File: src/teasi_defs.svh
// constants for the alarm status and interrupt block
`ifndef TEASI_DEFS_SVH
`define TEASI_DEFS_SVH
`define TEASI_OFS_SR_RX 8'h18
`define TEASI_OFS_MSK_RX 8'h19
`define TEASI_OFS_SR_LC 8'h1a
`define TEASI_OFS_MSK_LC 8'h1b
`define TEASI_OFS_SR_FT 8'h1c
`define TEASI_OFS_MSK_FT 8'h1d
`define TEASI_OFS_CFG 8'h1e
`define TEASI_RST8 8'h00
`define TEASI_RST24 24'h000000
`define TEASI_CFG_E1 0
`define TEASI_CFG_THR2048 1
`define TEASI_CFG_PINSEL 2
`define TEASI_CFG_CRC4 3
`define TEASI_CFG_MASK 8'h0f
`define TEASI_ZEROS_T1 12'd192
`define TEASI_ZEROS_E1 12'd255
`define TEASI_ZEROS_E1_LONG 12'd2048
`define TEASI_WIN_LAST 8'd254
`define TEASI_ONES_MIN 8'd32
`define TEASI_CLK_MHZ 250
`define TEASI_CHAN_E1_NS 3906
`define TEASI_CHAN_T1_NS 5181
`define TEASI_CHAN_E1_CYC \
  (((`TEASI_CHAN_E1_NS * `TEASI_CLK_MHZ) + 999) / 1000)
`define TEASI_CHAN_T1_CYC \
  (((`TEASI_CHAN_T1_NS * `TEASI_CLK_MHZ) + 999) / 1000)
`define TEASI_DMA_BIT 2
`define TEASI_MF_FIRST 4'h0
`define TEASI_MF_LAST 4'hf
`define TEASI_AO_SAT 4'd3
`endif

File: src/teasi_pkg.sv
// types shared by the alarm status and interrupt block
package teasi_pkg;
  typedef struct packed {
    logic in_sync;
    logic unframed_ones;
    logic yellow;
    logic remote_alarm;
    logic v5_link;
    logic loop_up;
    logic loop_down;
    logic spare;
    logic ais_ci;
    logic rx_af;
    logic rx_crc_mf;
    logic rx_mf;
    logic tx_af;
    logic tx_mf;
    logic ts16_vld;
    logic [3:0] ts16_frame;
    logic [7:0] ts16_byte;
  } teasi_ind_t;
endpackage

File: src/teasi_clk_watch.sv
// line clock synchroniser with transition watchdog
`timescale 1ns/100ps
`include "teasi_defs.svh"
module teasi_clk_watch (
  // clock and reset
  input wire logic clk,
  input wire logic rst,
  // watched pin
  input wire logic pin_in,
  input wire logic [11:0] limit,
  // results
  output logic rise,
  output logic lost
);
  logic s1_r, s2_r, s3_r, stab_r, stab_nxt;
  logic [11:0] cnt_r, cnt_nxt;
  logic rise_r, rise_nxt, lost_r, lost_nxt;

  always_comb
  begin
    stab_nxt = (s2_r == s3_r) ? s3_r : stab_r;
    rise_nxt = stab_nxt & ~stab_r;
    if (stab_nxt != stab_r)
      cnt_nxt = 12'h000;
    else if (cnt_r >= limit)
      cnt_nxt = cnt_r;
    else
      cnt_nxt = cnt_r + 12'h001;
    lost_nxt = (cnt_nxt >= limit);
  end

  always_ff @(posedge clk or posedge rst)
  begin
    if (rst)
    begin
      s1_r <= 1'b0;
      s2_r <= 1'b0;
      s3_r <= 1'b0;
      stab_r <= 1'b0;
      cnt_r <= 12'h000;
      rise_r <= 1'b0;
      lost_r <= 1'b0;
    end
    else
    begin
      s1_r <= pin_in;
      s2_r <= s1_r;
      s3_r <= s2_r;
      stab_r <= stab_nxt;
      cnt_r <= cnt_nxt;
      rise_r <= rise_nxt;
      lost_r <= lost_nxt;
    end
  end

  assign rise = rise_r;
  assign lost = lost_r;
endmodule

File: src/teasi_top.sv
// receive alarm, clock loss and frame timing status with interrupt
`timescale 1ns/100ps
`include "teasi_defs.svh"
module teasi_top (
  // clock and reset
  input wire logic clk,
  input wire logic rst,
  // line pins
  input wire logic rx_line_pos_in,
  input wire logic rx_line_neg_in,
  input wire logic rx_line_clock_in,
  input wire logic tx_line_clock_in,
  // framer indications
  input wire teasi_pkg::teasi_ind_t ind,
  // register port
  input wire logic [7:0] addr,
  input wire logic [7:0] wdata,
  input wire logic wr,
  input wire logic rd,
  output logic [7:0] rdata,
  // outputs
  output logic irq,
  output logic shared_alarm_pin
);
  // line data synchroniser, three stages
  logic [1:0] d1_r, d2_r, d3_r, dst_r, dst_nxt;
  logic [1:0] ck_rise, ck_lost;
  logic [11:0] chan_lim;
  logic e1, t1;

  // carrier detector state
  logic [11:0] zcnt_r, zcnt_nxt, zthr;
  logic [7:0] win_r, win_nxt, ones_r, ones_nxt;
  logic carrier_r, carrier_nxt;

  // timeslot 16 state
  logic [1:0] dma_r, dma_nxt;
  logic az_r, az_nxt;
  logic [3:0] zc_r, zc_nxt, zb;
  logic [4:0] zsum;
  logic az_ev, ao_ev;

  // status state
  logic [7:0] cfg_r, cfg_nxt;
  logic [23:0] stat_r, stat_nxt, pend_r, pend_nxt;
  logic [23:0] msk_r, msk_nxt, set_v, pset_v, clr_v;
  logic [3:0] cond_rx, crx_q_r, rise_rx, fall_rx;
  logic [7:0] cond_lc, clc_q_r, rise_lc, fall_lc, ev_ft;
  logic [7:0] rdata_r, rdata_nxt;
  logic irq_r, irq_nxt, pin_r, pin_nxt;

  assign e1 = cfg_r[`TEASI_CFG_E1];
  assign t1 = ~e1;
  assign chan_lim = e1 ? 12'(`TEASI_CHAN_E1_CYC)
                       : 12'(`TEASI_CHAN_T1_CYC);

  // index 0 watches the receive clock, index 1 the transmit clock
  genvar gi;
  generate
    for (gi = 0; gi < 2; gi++)
    begin : g_watch
      teasi_clk_watch u_watch (
        .clk(clk),
        .rst(rst),
        .pin_in(gi == 0 ? rx_line_clock_in : tx_line_clock_in),
        .limit(chan_lim),
        .rise(ck_rise[gi]),
        .lost(ck_lost[gi])
      );
    end
  endgenerate

  // data follows the same depth as the clock path, three stages and a stable stage
  always_comb
  begin
    for (int i = 0; i < 2; i++)
      dst_nxt[i] = (d2_r[i] == d3_r[i]) ? d3_r[i] : dst_r[i];
    zthr = t1 ? `TEASI_ZEROS_T1 :
           (cfg_r[`TEASI_CFG_THR2048] ? `TEASI_ZEROS_E1_LONG
                                      : `TEASI_ZEROS_E1);
    zcnt_nxt = zcnt_r;
    win_nxt = win_r;
    ones_nxt = ones_r;
    carrier_nxt = carrier_r;
    if (ck_rise[0])
    begin
      if (dst_r == 2'b00)
      begin
        if (zcnt_r < zthr)
          zcnt_nxt = zcnt_r + 12'h001;
      end
      else
      begin
        zcnt_nxt = 12'h000;
        if (ones_r < `TEASI_ONES_MIN)
          ones_nxt = ones_r + 8'h01;
      end
      if (win_r == `TEASI_WIN_LAST)
      begin
        // recovery needs ones density, not a single mark
        if (ones_nxt >= `TEASI_ONES_MIN)
          carrier_nxt = 1'b0;
        win_nxt = 8'h00;
        ones_nxt = 8'h00;
      end
      else
        win_nxt = win_r + 8'h01;
      if (zcnt_nxt >= zthr)
        carrier_nxt = 1'b1;
    end
  end

  always_ff @(posedge clk or posedge rst)
  begin
    if (rst)
    begin
      d1_r <= 2'b00;
      d2_r <= 2'b00;
      d3_r <= 2'b00;
      dst_r <= 2'b00;
      zcnt_r <= 12'h000;
      win_r <= 8'h00;
      ones_r <= 8'h00;
      carrier_r <= 1'b0;
    end
    else
    begin
      d1_r <= {rx_line_neg_in, rx_line_pos_in};
      d2_r <= d1_r;
      d3_r <= d2_r;
      dst_r <= dst_nxt;
      zcnt_r <= zcnt_nxt;
      win_r <= win_nxt;
      ones_r <= ones_nxt;
      carrier_r <= carrier_nxt;
    end
  end

  // timeslot 16 watchers, frame index from the framer
  always_comb
  begin
    dma_nxt = dma_r;
    az_nxt = az_r;
    zc_nxt = zc_r;
    az_ev = 1'b0;
    ao_ev = 1'b0;
    zb = 4'(8 - $countones(ind.ts16_byte));
    zsum = (ind.ts16_frame == `TEASI_MF_FIRST)
           ? {1'b0, zb} : ({1'b0, zc_r} + {1'b0, zb});
    if (ind.ts16_vld && e1)
    begin
      if (ind.ts16_frame == `TEASI_MF_FIRST)
      begin
        dma_nxt = {dma_r[0], ind.ts16_byte[`TEASI_DMA_BIT]};
        az_nxt = (ind.ts16_byte == 8'h00);
      end
      else
        az_nxt = az_r & (ind.ts16_byte == 8'h00);
      zc_nxt = (zsum >= {1'b0, `TEASI_AO_SAT}) ? `TEASI_AO_SAT
                                               : zsum[3:0];
      if (ind.ts16_frame == `TEASI_MF_LAST)
      begin
        az_ev = az_nxt;
        ao_ev = (zc_nxt < `TEASI_AO_SAT);
      end
    end
  end

  always_ff @(posedge clk or posedge rst)
  begin
    if (rst)
    begin
      dma_r <= 2'b00;
      az_r <= 1'b0;
      zc_r <= 4'h0;
    end
    else
    begin
      dma_r <= dma_nxt;
      az_r <= az_nxt;
      zc_r <= zc_nxt;
    end
  end

  // status, pending and mask, three registers side by side
  always_comb
  begin
    cond_rx = {ind.yellow & t1,
               ind.unframed_ones,
               carrier_r,
               ~ind.in_sync};
    cond_lc = {ind.spare & t1, ind.loop_down & t1,
               ind.loop_up & t1,
               ck_lost[1],
               ck_lost[0],
               ind.v5_link & e1,
               (&dma_r) & e1,
               ind.remote_alarm & e1};
    ev_ft = {ind.ais_ci & t1,
             ao_ev, az_ev,
             ind.tx_mf,
             ind.tx_af & e1,
             ind.rx_mf,
             e1 & (cfg_r[`TEASI_CFG_CRC4] ? ind.rx_crc_mf
                                          : ind.rx_mf),
             ind.rx_af & e1};
    rise_rx = cond_rx & ~crx_q_r;
    fall_rx = crx_q_r & ~cond_rx;
    rise_lc = cond_lc & ~clc_q_r;
    fall_lc = clc_q_r & ~cond_lc;
    set_v = {ev_ft, cond_lc | fall_lc, fall_rx, cond_rx};
    pset_v = {ev_ft, rise_lc | fall_lc,
              fall_rx, rise_rx};
    clr_v = {{8{rd && addr == `TEASI_OFS_SR_FT}},
             {8{rd && addr == `TEASI_OFS_SR_LC}},
             {8{rd && addr == `TEASI_OFS_SR_RX}}};
    // a flag raised in the reading cycle survives the read
    stat_nxt = set_v | (stat_r & ~clr_v);
    pend_nxt = pset_v | (pend_r & ~clr_v);
    msk_nxt = msk_r;
    cfg_nxt = cfg_r;
    if (wr)
    begin
      case (addr)
        `TEASI_OFS_MSK_RX: msk_nxt[7:0] = wdata;
        `TEASI_OFS_MSK_LC: msk_nxt[15:8] = wdata;
        `TEASI_OFS_MSK_FT: msk_nxt[23:16] = wdata;
        `TEASI_OFS_CFG: cfg_nxt = wdata & `TEASI_CFG_MASK;
        default: cfg_nxt = cfg_r;
      endcase
    end
    rdata_nxt = `TEASI_RST8;
    if (rd)
    begin
      case (addr)
        `TEASI_OFS_SR_RX: rdata_nxt = stat_r[7:0];
        `TEASI_OFS_MSK_RX: rdata_nxt = msk_r[7:0];
        `TEASI_OFS_SR_LC: rdata_nxt = stat_r[15:8];
        `TEASI_OFS_MSK_LC: rdata_nxt = msk_r[15:8];
        `TEASI_OFS_SR_FT: rdata_nxt = stat_r[23:16];
        `TEASI_OFS_MSK_FT: rdata_nxt = msk_r[23:16];
        `TEASI_OFS_CFG: rdata_nxt = cfg_r;
        default: rdata_nxt = `TEASI_RST8;
      endcase
    end
    // one cycle of latency keeps the pin glitch free
    irq_nxt = |(pend_r & msk_r);
    pin_nxt = cfg_r[`TEASI_CFG_PINSEL] ? ck_lost[1]
                                       : ~ind.in_sync;
  end

  always_ff @(posedge clk or posedge rst)
  begin
    if (rst)
    begin
      crx_q_r <= 4'h0;
      clc_q_r <= `TEASI_RST8;
      stat_r <= `TEASI_RST24;
      pend_r <= `TEASI_RST24;
      msk_r <= `TEASI_RST24;
      cfg_r <= `TEASI_RST8;
      rdata_r <= `TEASI_RST8;
      irq_r <= 1'b0;
      pin_r <= 1'b0;
    end
    else
    begin
      crx_q_r <= cond_rx;
      clc_q_r <= cond_lc;
      stat_r <= stat_nxt;
      pend_r <= pend_nxt;
      msk_r <= msk_nxt;
      cfg_r <= cfg_nxt;
      rdata_r <= rdata_nxt;
      irq_r <= irq_nxt;
      pin_r <= pin_nxt;
    end
  end

  assign rdata = rdata_r;
  assign irq = irq_r;
  assign shared_alarm_pin = pin_r;
endmodule

File: config.mk
export PLATFORM = sky130hd
export DESIGN_NAME = teasi_top
export DESIGN_NICKNAME = d
export VERILOG_FILES = /design/src/teasi_pkg.sv /design/src/teasi_clk_watch.sv /design/src/teasi_top.sv
export VERILOG_INCLUDE_DIRS = /design/src
export SDC_FILE = /design/constraint.sdc
export NUM_CORES = 1
export LEC_CHECK = 0
export ABC_AREA = 1
export BUFFER_PORTS_ARGS = -buffer_cell sky130_fd_sc_hd__buf_2
export CAP_MARGIN = 20
export CORE_MARGIN = 2
export CORE_UTILIZATION = 55
export DETAILED_ROUTE_END_ITERATION = 8
export PLACE_DENSITY = 0.77
export SETUP_SLACK_MARGIN = 0.3
export SLEW_MARGIN = 0
export SYNTH_ARGS = -nofsm -noshare
export SYNTH_HDL_FRONTEND = slang
export SYNTH_SLANG_ARGS = --single-unit
File: constraint.sdc
create_clock -name clk -period 5.3 [get_ports clk]
set_input_delay 0.265 -clock clk [delete_from_list [all_inputs] [get_ports clk]]
set_output_delay 0.265 -clock clk [all_outputs]
set_load 0.1 [all_outputs]
# After elaboration in Yosys (flattened, before gate mapping)
# Index checks and enable logic that the tools add are counted.
# W data, S select, Z words.
[word_totals]
in_bits = 51
regBits = 177
wordCells = 155
[op_classes]
reduce_logical = 17
magnitude_cmp = 10
n_addsub = 14
n_eq_ne = 15
mux = 31
bitwise_logic = 32
[op_table]
columns = ["operator", "n"]
rows = [
  ["$mux W12", 9],
  ["$and A24 B24 Y24", 3],
  ["$eq A8 B5 Y1 const B", 7],
  ["$pmux W8 S7", 1],
  ["$ge A12 B11 Y1", 4],
  ["$mux W8", 6],
  ["$or A24 B24 Y24", 2],
  ["$add A12 B1 Y12 const B", 3],
  ["$not A24 Y24", 1],
  ["$reduce_or A24 Y1", 1],
  ["$add A8 B1 Y8 const B", 2],
  ["$and A8 B8 Y8", 2],
  ["$not A8 Y8", 2],
  ["$or A8 B8 Y8", 2],
  ["$and A1 B1 Y1", 13],
  ["$ge A12 B12 Y1", 1],
  ["$lt A12 B12 Y1", 1],
  ["$mux W1", 12],
  ["$reduce_and A2 Y1", 6],
  ["$mux W11", 1],
  ["$add A1 B1 Y2", 4],
  ["$and A4 B4 Y4", 2],
  ["$eq A8 B8 Y1 const B", 1],
  ["$ge A8 B6 Y1 const B", 1],
  ["20 further kinds", 32],
]

# Depth between registers and ports, before layout
[logic_depth]
ltp_word = 12
depth_mapped = 33
depth_no_buf = 31

# Cells and area by module
# A second synthesis with hierarchy kept.
[hier_totals]
cells_unflattened = 1253
area_unflattened_um2 = 10222.3
[by_module_without_submodules]
columns = ["module", "instances", "seq_area_each_um2", "area_per_inst_um2", "cells_per_inst"]
rows = [
  ["teasi_top", 1, 3553.4, 7141.8, 829],
  ["teasi_clk_watch", 2, 450.4, 1540.2, 212],
]

# Least setup slack after synthesis
# OpenSTA, ideal clock, no wires.
[synth_path]
kind = "reg2reg"
from = "reg cfg_r[0]"
to = "reg carrier_r"
path_slack_ns = 1.564
t_required_ns = 5.184
period_less_slack_ns = 3.736
setup_ns = 0.116
path_stages_with_launch = 34
t_arrival_ns = 3.620
cell_sequence = "dfrtp_1 buf_2 inv_1 clkbuf_1 nor2_1 inv_1 ha_1 nand2_1 nand2_1 nand2_1 nand2_1 nand2_2 nand2_2 inv_2 nand2_4 a21oi_1 o21ai_0 ha_1 inv_1 nand2_1 nand2_1 nand2_1 nand2_1 nand2_1 nand2_1 nand2_1 nand2_1 nand2_1 nor2_1 nand3_1 nand2_1 nand2_1 nand2_1 nand2_1"
[synth_between]
elab_chain_cells = 8
[synth_lines]
columns = ["item", "line_no", "source"]
rows = [
  ["from (decl)", "teasi_top.sv:44", "logic [7:0] cfg_r, cfg_nxt;"],
  ["from (signal assigned)", "teasi_top.sv:261", "cfg_r <= `TEASI_RST8;"],
  ["from (signal assigned)", "teasi_top.sv:273", "cfg_r <= cfg_nxt;"],
  ["$mux W12 *", "teasi_top.sv:78", "zthr = t1 ? `TEASI_ZEROS_T1 :"],
  ["$lt A12 B12 Y1", "teasi_top.sv:89", "if (zcnt_r < zthr)"],
  ["$mux W12", "teasi_top.sv:89", ""],
  ["$mux W12", "teasi_top.sv:87", "if (dst_r == 2'b00)"],
  ["$mux W12", "teasi_top.sv:85", "if (ck_rise[0])"],
  ["$ge A12 B12 Y1 *", "teasi_top.sv:108", "if (zcnt_nxt >= zthr)"],
  ["$reduce_bool A2 Y1 (no line)", "n/a", ""],
  ["$reduce_and A3 Y1 (no line)", "n/a", ""],
  ["to (signal assigned)", "teasi_top.sv:135", "carrier_r <= carrier_nxt;"],
  ["to (decl)", "teasi_top.sv:34", "logic carrier_r, carrier_nxt;"],
]
# Mark *: on every way between the ends. The rest lies on a longest branch, timed or not. The select of a mux whose other input is x is not followed.
# A chain may end at the register's enable or synchronous reset.

# Worst setup path after layout
[layout_path]
from = "reg cfg_r[0]"
to = "reg g_watch[1].u_watch.lost_r"
[layout_between]
elab_chain_cells = 5
[layout_lines]
columns = ["item", "line_no", "source"]
rows = [
  ["$mux W11", "teasi_top.sv:54", "assign chan_lim = e1 ? 12'(`TEASI_CHAN_E1_CYC)"],
  ["$ge A12 B11 Y1", "teasi_clk_watch.sv:25", "else if (cnt_r >= limit)"],
  ["$mux W12", "teasi_clk_watch.sv:25", ""],
  ["$mux W12", "teasi_clk_watch.sv:23", "if (stab_nxt != stab_r)"],
  ["net g_watch[1].u_watch.cnt_nxt[10]", "teasi_clk_watch.sv:16", "logic [11:0] cnt_r, cnt_nxt;"],
  ["$ge A12 B11 Y1", "teasi_clk_watch.sv:29", "lost_nxt = (cnt_nxt >= limit);"],
  ["net g_watch[1].u_watch.lost_nxt", "teasi_clk_watch.sv:17", "logic rise_r, rise_nxt, lost_r, lost_nxt;"],
  ["to (signal assigned)", "teasi_clk_watch.sv:52", "lost_r <= lost_nxt;"],
  ["to (decl)", "teasi_clk_watch.sv:17", ""],
]
# The timed path passes the listed nets, and every way through them passes these cells.

==> impl_results.md <==
* Crit path cell chain: inv_1, buf_4, ha_1, a21oi_1, o21ai_0, nand2_1, nand2_1, nor2_1, nand4_1, inv_1, nand2_1, nor2_1, nor2_1, nor3_1, ha_1, a21oi_1, nand2_1, a21oi_1, nand3_1
* TritonCTS clock tree: yes
* CP Launch Point: cfg_r[0]
* Starting density of the core at 0.567
* Crit-path most repeated cell: nand2_1
* Async S/R FF share, synth at 1.00
* Clock Pin Slew Worst Setup and Hold Paths at around 0.070 ns
* GRT overflow at 0
* Crit Reg-Reg Startpoint: cfg_r[0]
* CP delay by family, top: simple AND/OR/NAND/NOR gates
* Final net count at 1333
* Critical Path AT at 3.85 ns
* Core area at 0.0167 mm^2
* RSZ-0062 raised after global routing: false
* Vias in the first global route at 7264
* Max Clk Rate at 282 MHz
* DRT iter0 DRCs at approximately 650
* CTS Buffer Depth at 2
* Largest net degree at the start of global routing at ~180
* Slew @ Worst Pin at ~1.0 ns
* Final setup violation count at 0
* Row cnt at 47
* Post-Route Utilization at 0.639
* Synth top area share at 0.468
* Final non-filler cell area at 0.0107 mm^2
* CTS Buf Count at 17
* # port buffers at 60
* Commonest cells post-synth: 253 x nand2_1, 209 x inv_1, 177 x dfrtp_1, 113 x o21ai_0, 69 x nor2_1
* Main synth FF type: dfrtp_1
* Fin. max-slew vios at 0
* Clock sinks at between 150 and 200
* Worst hold path startpoint: ind[24]
* CP Max Fanout at 22
* Initial antenna violation count at 1
* Placer Congestion at 0.890
* Register Area at around 0.0044 mm^2
* Antenna Cells at 0
* Io pins at 61
* WS Path Type: flip-flop to flip-flop
* Routed wire length at 21.1 mm
* Root buf cell: clkbuf_16
* Die Ht at 135 um
* Top-count cell post-synth: nand2_1
* Synth unique cells at 48
* Synthesis-to-finish area growth at 12.8%
* Synth area leader: dfrtp_1
* Die W at 135 um
* Relative slew margins at 0.335
* Final worst-path cycle share at 0.669
* # fillers at 1398
* Syn Inst Count at 1147
* GRT Resource Usage Total at 0.245
* Area occupied by multi-input gates at 0.00413 mm^2
* Global-route wire length before repair at 35.5 mm
* Vias after detailed routing at 7748
* DRC violations left at 0
* HP Class: input pin to flip-flop
* CP max-delay cell: nor2_1
* Drt first pass iters at 5
* Max-Cap Viols at 0
* CP startpoint kind: flip-flop
* WP buf/inv at 3
* Worst vdd ir at 0.247 mV
* TNS Setup at 0 ns
* Final min period at around 3.5 ns
* Total power at 3.38 mW
* Mapped Avg Cell Area at 8.25 um^2
* ANT nets after route at 0
* H-tree levels at 4
* Worst EP required at 5.60 ns
* Mapped Nets at between 1000 and 1500
* Final hold vios at 0
* Fraction of layout cells with a size suffix above 1 at 0.110
* CP max stage delay at 0.54 ns
* Area post-placement at roughly 0.01 mm^2
* Final setup skew at between 0.007 and 0.008 ns
* Setup repair bufs after CTS at 0
* Worst skew pair latency at between 0.4 and 0.5 ns
* Pleak at approximately 5.5 nW
* Synthesis warning total at 0
* Nature of the critical path endpoint: flip-flop
* Pwr Density at 317 mW/mm^2
* Wire per inst at between 10 and 15 um
* Sequential area share after synthesis at 0.468
* Seq cells post-synth at 177
* Post-synth EDFFs at 0
* Top cells by area, synth: dfrtp_1 47%, nand2_1 10%, inv_1 8.3%
* Die area at around 0.018 mm^2
* Vias per std cell at 5.35
* Post-DP HPWL at 14.9 mm
* Post-Synthesis Cell Area at around 0.0095 mm^2
* Status: completed
-- worst min-delay path: cells and delay by family --
kind | cells | cell delay, ns
simple gates | 1 | 0.04
buf+inv | 2 | 0.15
-- routing by layer --
layer | part of all wire | up-vias | global-route usage
li1 | - | 3844 | -
met1 | 0.46 | 3671 | 0.344
met2 | 0.48 | 204 | 0.398
met3 | 0.054 | 27 | 0.0449
met4 | 0.014 | 2 | 0.0637
met5 | 0.00033 | - | 0
-- state kept, by name (all words and copies together) (netlist names), 4 cells and up --
signal / cells
g_watch.u_watch.cnt_r: 24
msk_r: 24
stat_r: 24
win_r: 8
crx_q_r: 4
zcnt_r: 12
rdata: 8
cfg_r: 4
clc_q_r: 8
zc_r: 4
ones_r: 8
pend_r: 24
-- cell usage in the layout, fill, tap and decap left out, drive strengths merged, types with 7 or more instances in the layout --
| master | Yosys | routed |
|---|---|---|
| o22ai | 16 | 16 |
| buf | 5 | 63 |
| o21ai | 119 | 119 |
| o21bai | 10 | 10 |
| nand2 | 256 | 256 |
| nor2 | 77 | 77 |
| nor4 | 7 | 7 |
| ha | 60 | 60 |
| dfrtp | 177 | 177 |
| nand4 | 20 | 20 |
| a21oi | 39 | 39 |
| nand3 | 55 | 55 |
| clkbuf | 12 | 19 |
| xor2 | 9 | 9 |
| inv | 222 | 227 |
| nor3 | 23 | 23 |
-- final timing paths --
check,to,slack (ns),cells after the start
min in group asynchronous,pend_r[6],0.08,3
worst min register to register,g_watch[0].u_watch.s2_r,0.35,0
worst max register to register,g_watch[1].u_watch.lost,1.76,19
max in group asynchronous,zcnt_r[2],4.51,3
worst max-delay path,g_watch[1].u_watch.lost,1.76,19
worst min-delay path,crx_q_r[3],0.06,3
-- cell type report --
class / instances / share of cell area
flip-flops and latches: 177 / 0.415
multi-input cells: 731 / 0.386
inverters: 222 / 0.0784
clock buffers: 19 / 0.0424
repair buffers: 68 / 0.0361
well taps: 220 / 0.0258
clock inverters: 12 / 0.0158
-- repair_timing --
item	in CTS	in global routing
gates resized for setup	0	0
hold endpoints to repair	5	0
hold buffers	5	0
-- power by group --
part / switching (mW) / internal [mW] / leakage [nW] / total [mW]
clock: 0.555 / 0.776 / 0.306 / 1.33
sequential: 0.0830 / 1.45 / 2.15 / 1.54
combinational: 0.324 / 0.187 / 3.04 / 0.511
-- metrics by stage --
stage / hold slack, ns / cells / setup WS (ns)
finish: 0.0588 / 1449 / 1.76
global route: 0.0517 / 1449 / 1.35
CTS: 0.0426 / 1449 / 1.78
detailed placement: 0.336 / 1413 / 1.66
global placement: 0.333 / 1413 / 1.76
floorplan: 0.296 / 1147 / 1.56
-- cells by family (layout without fill, tap and decap cells) --
logic type | count (synthesis) | count (layout) | share of synthesized area
compound gates | 205 | 205 | 0.123
xor+xnor | 14 | 14 | 0.0149
fa+ha+maj | 69 | 69 | 0.0942
buf+inv | 239 | 321 | 0.0964
flops | 177 | 177 | 0.468
mux | 2 | 2 | 0.00238
simple gates | 441 | 441 | 0.201
(Power assumes the default switching activity.)
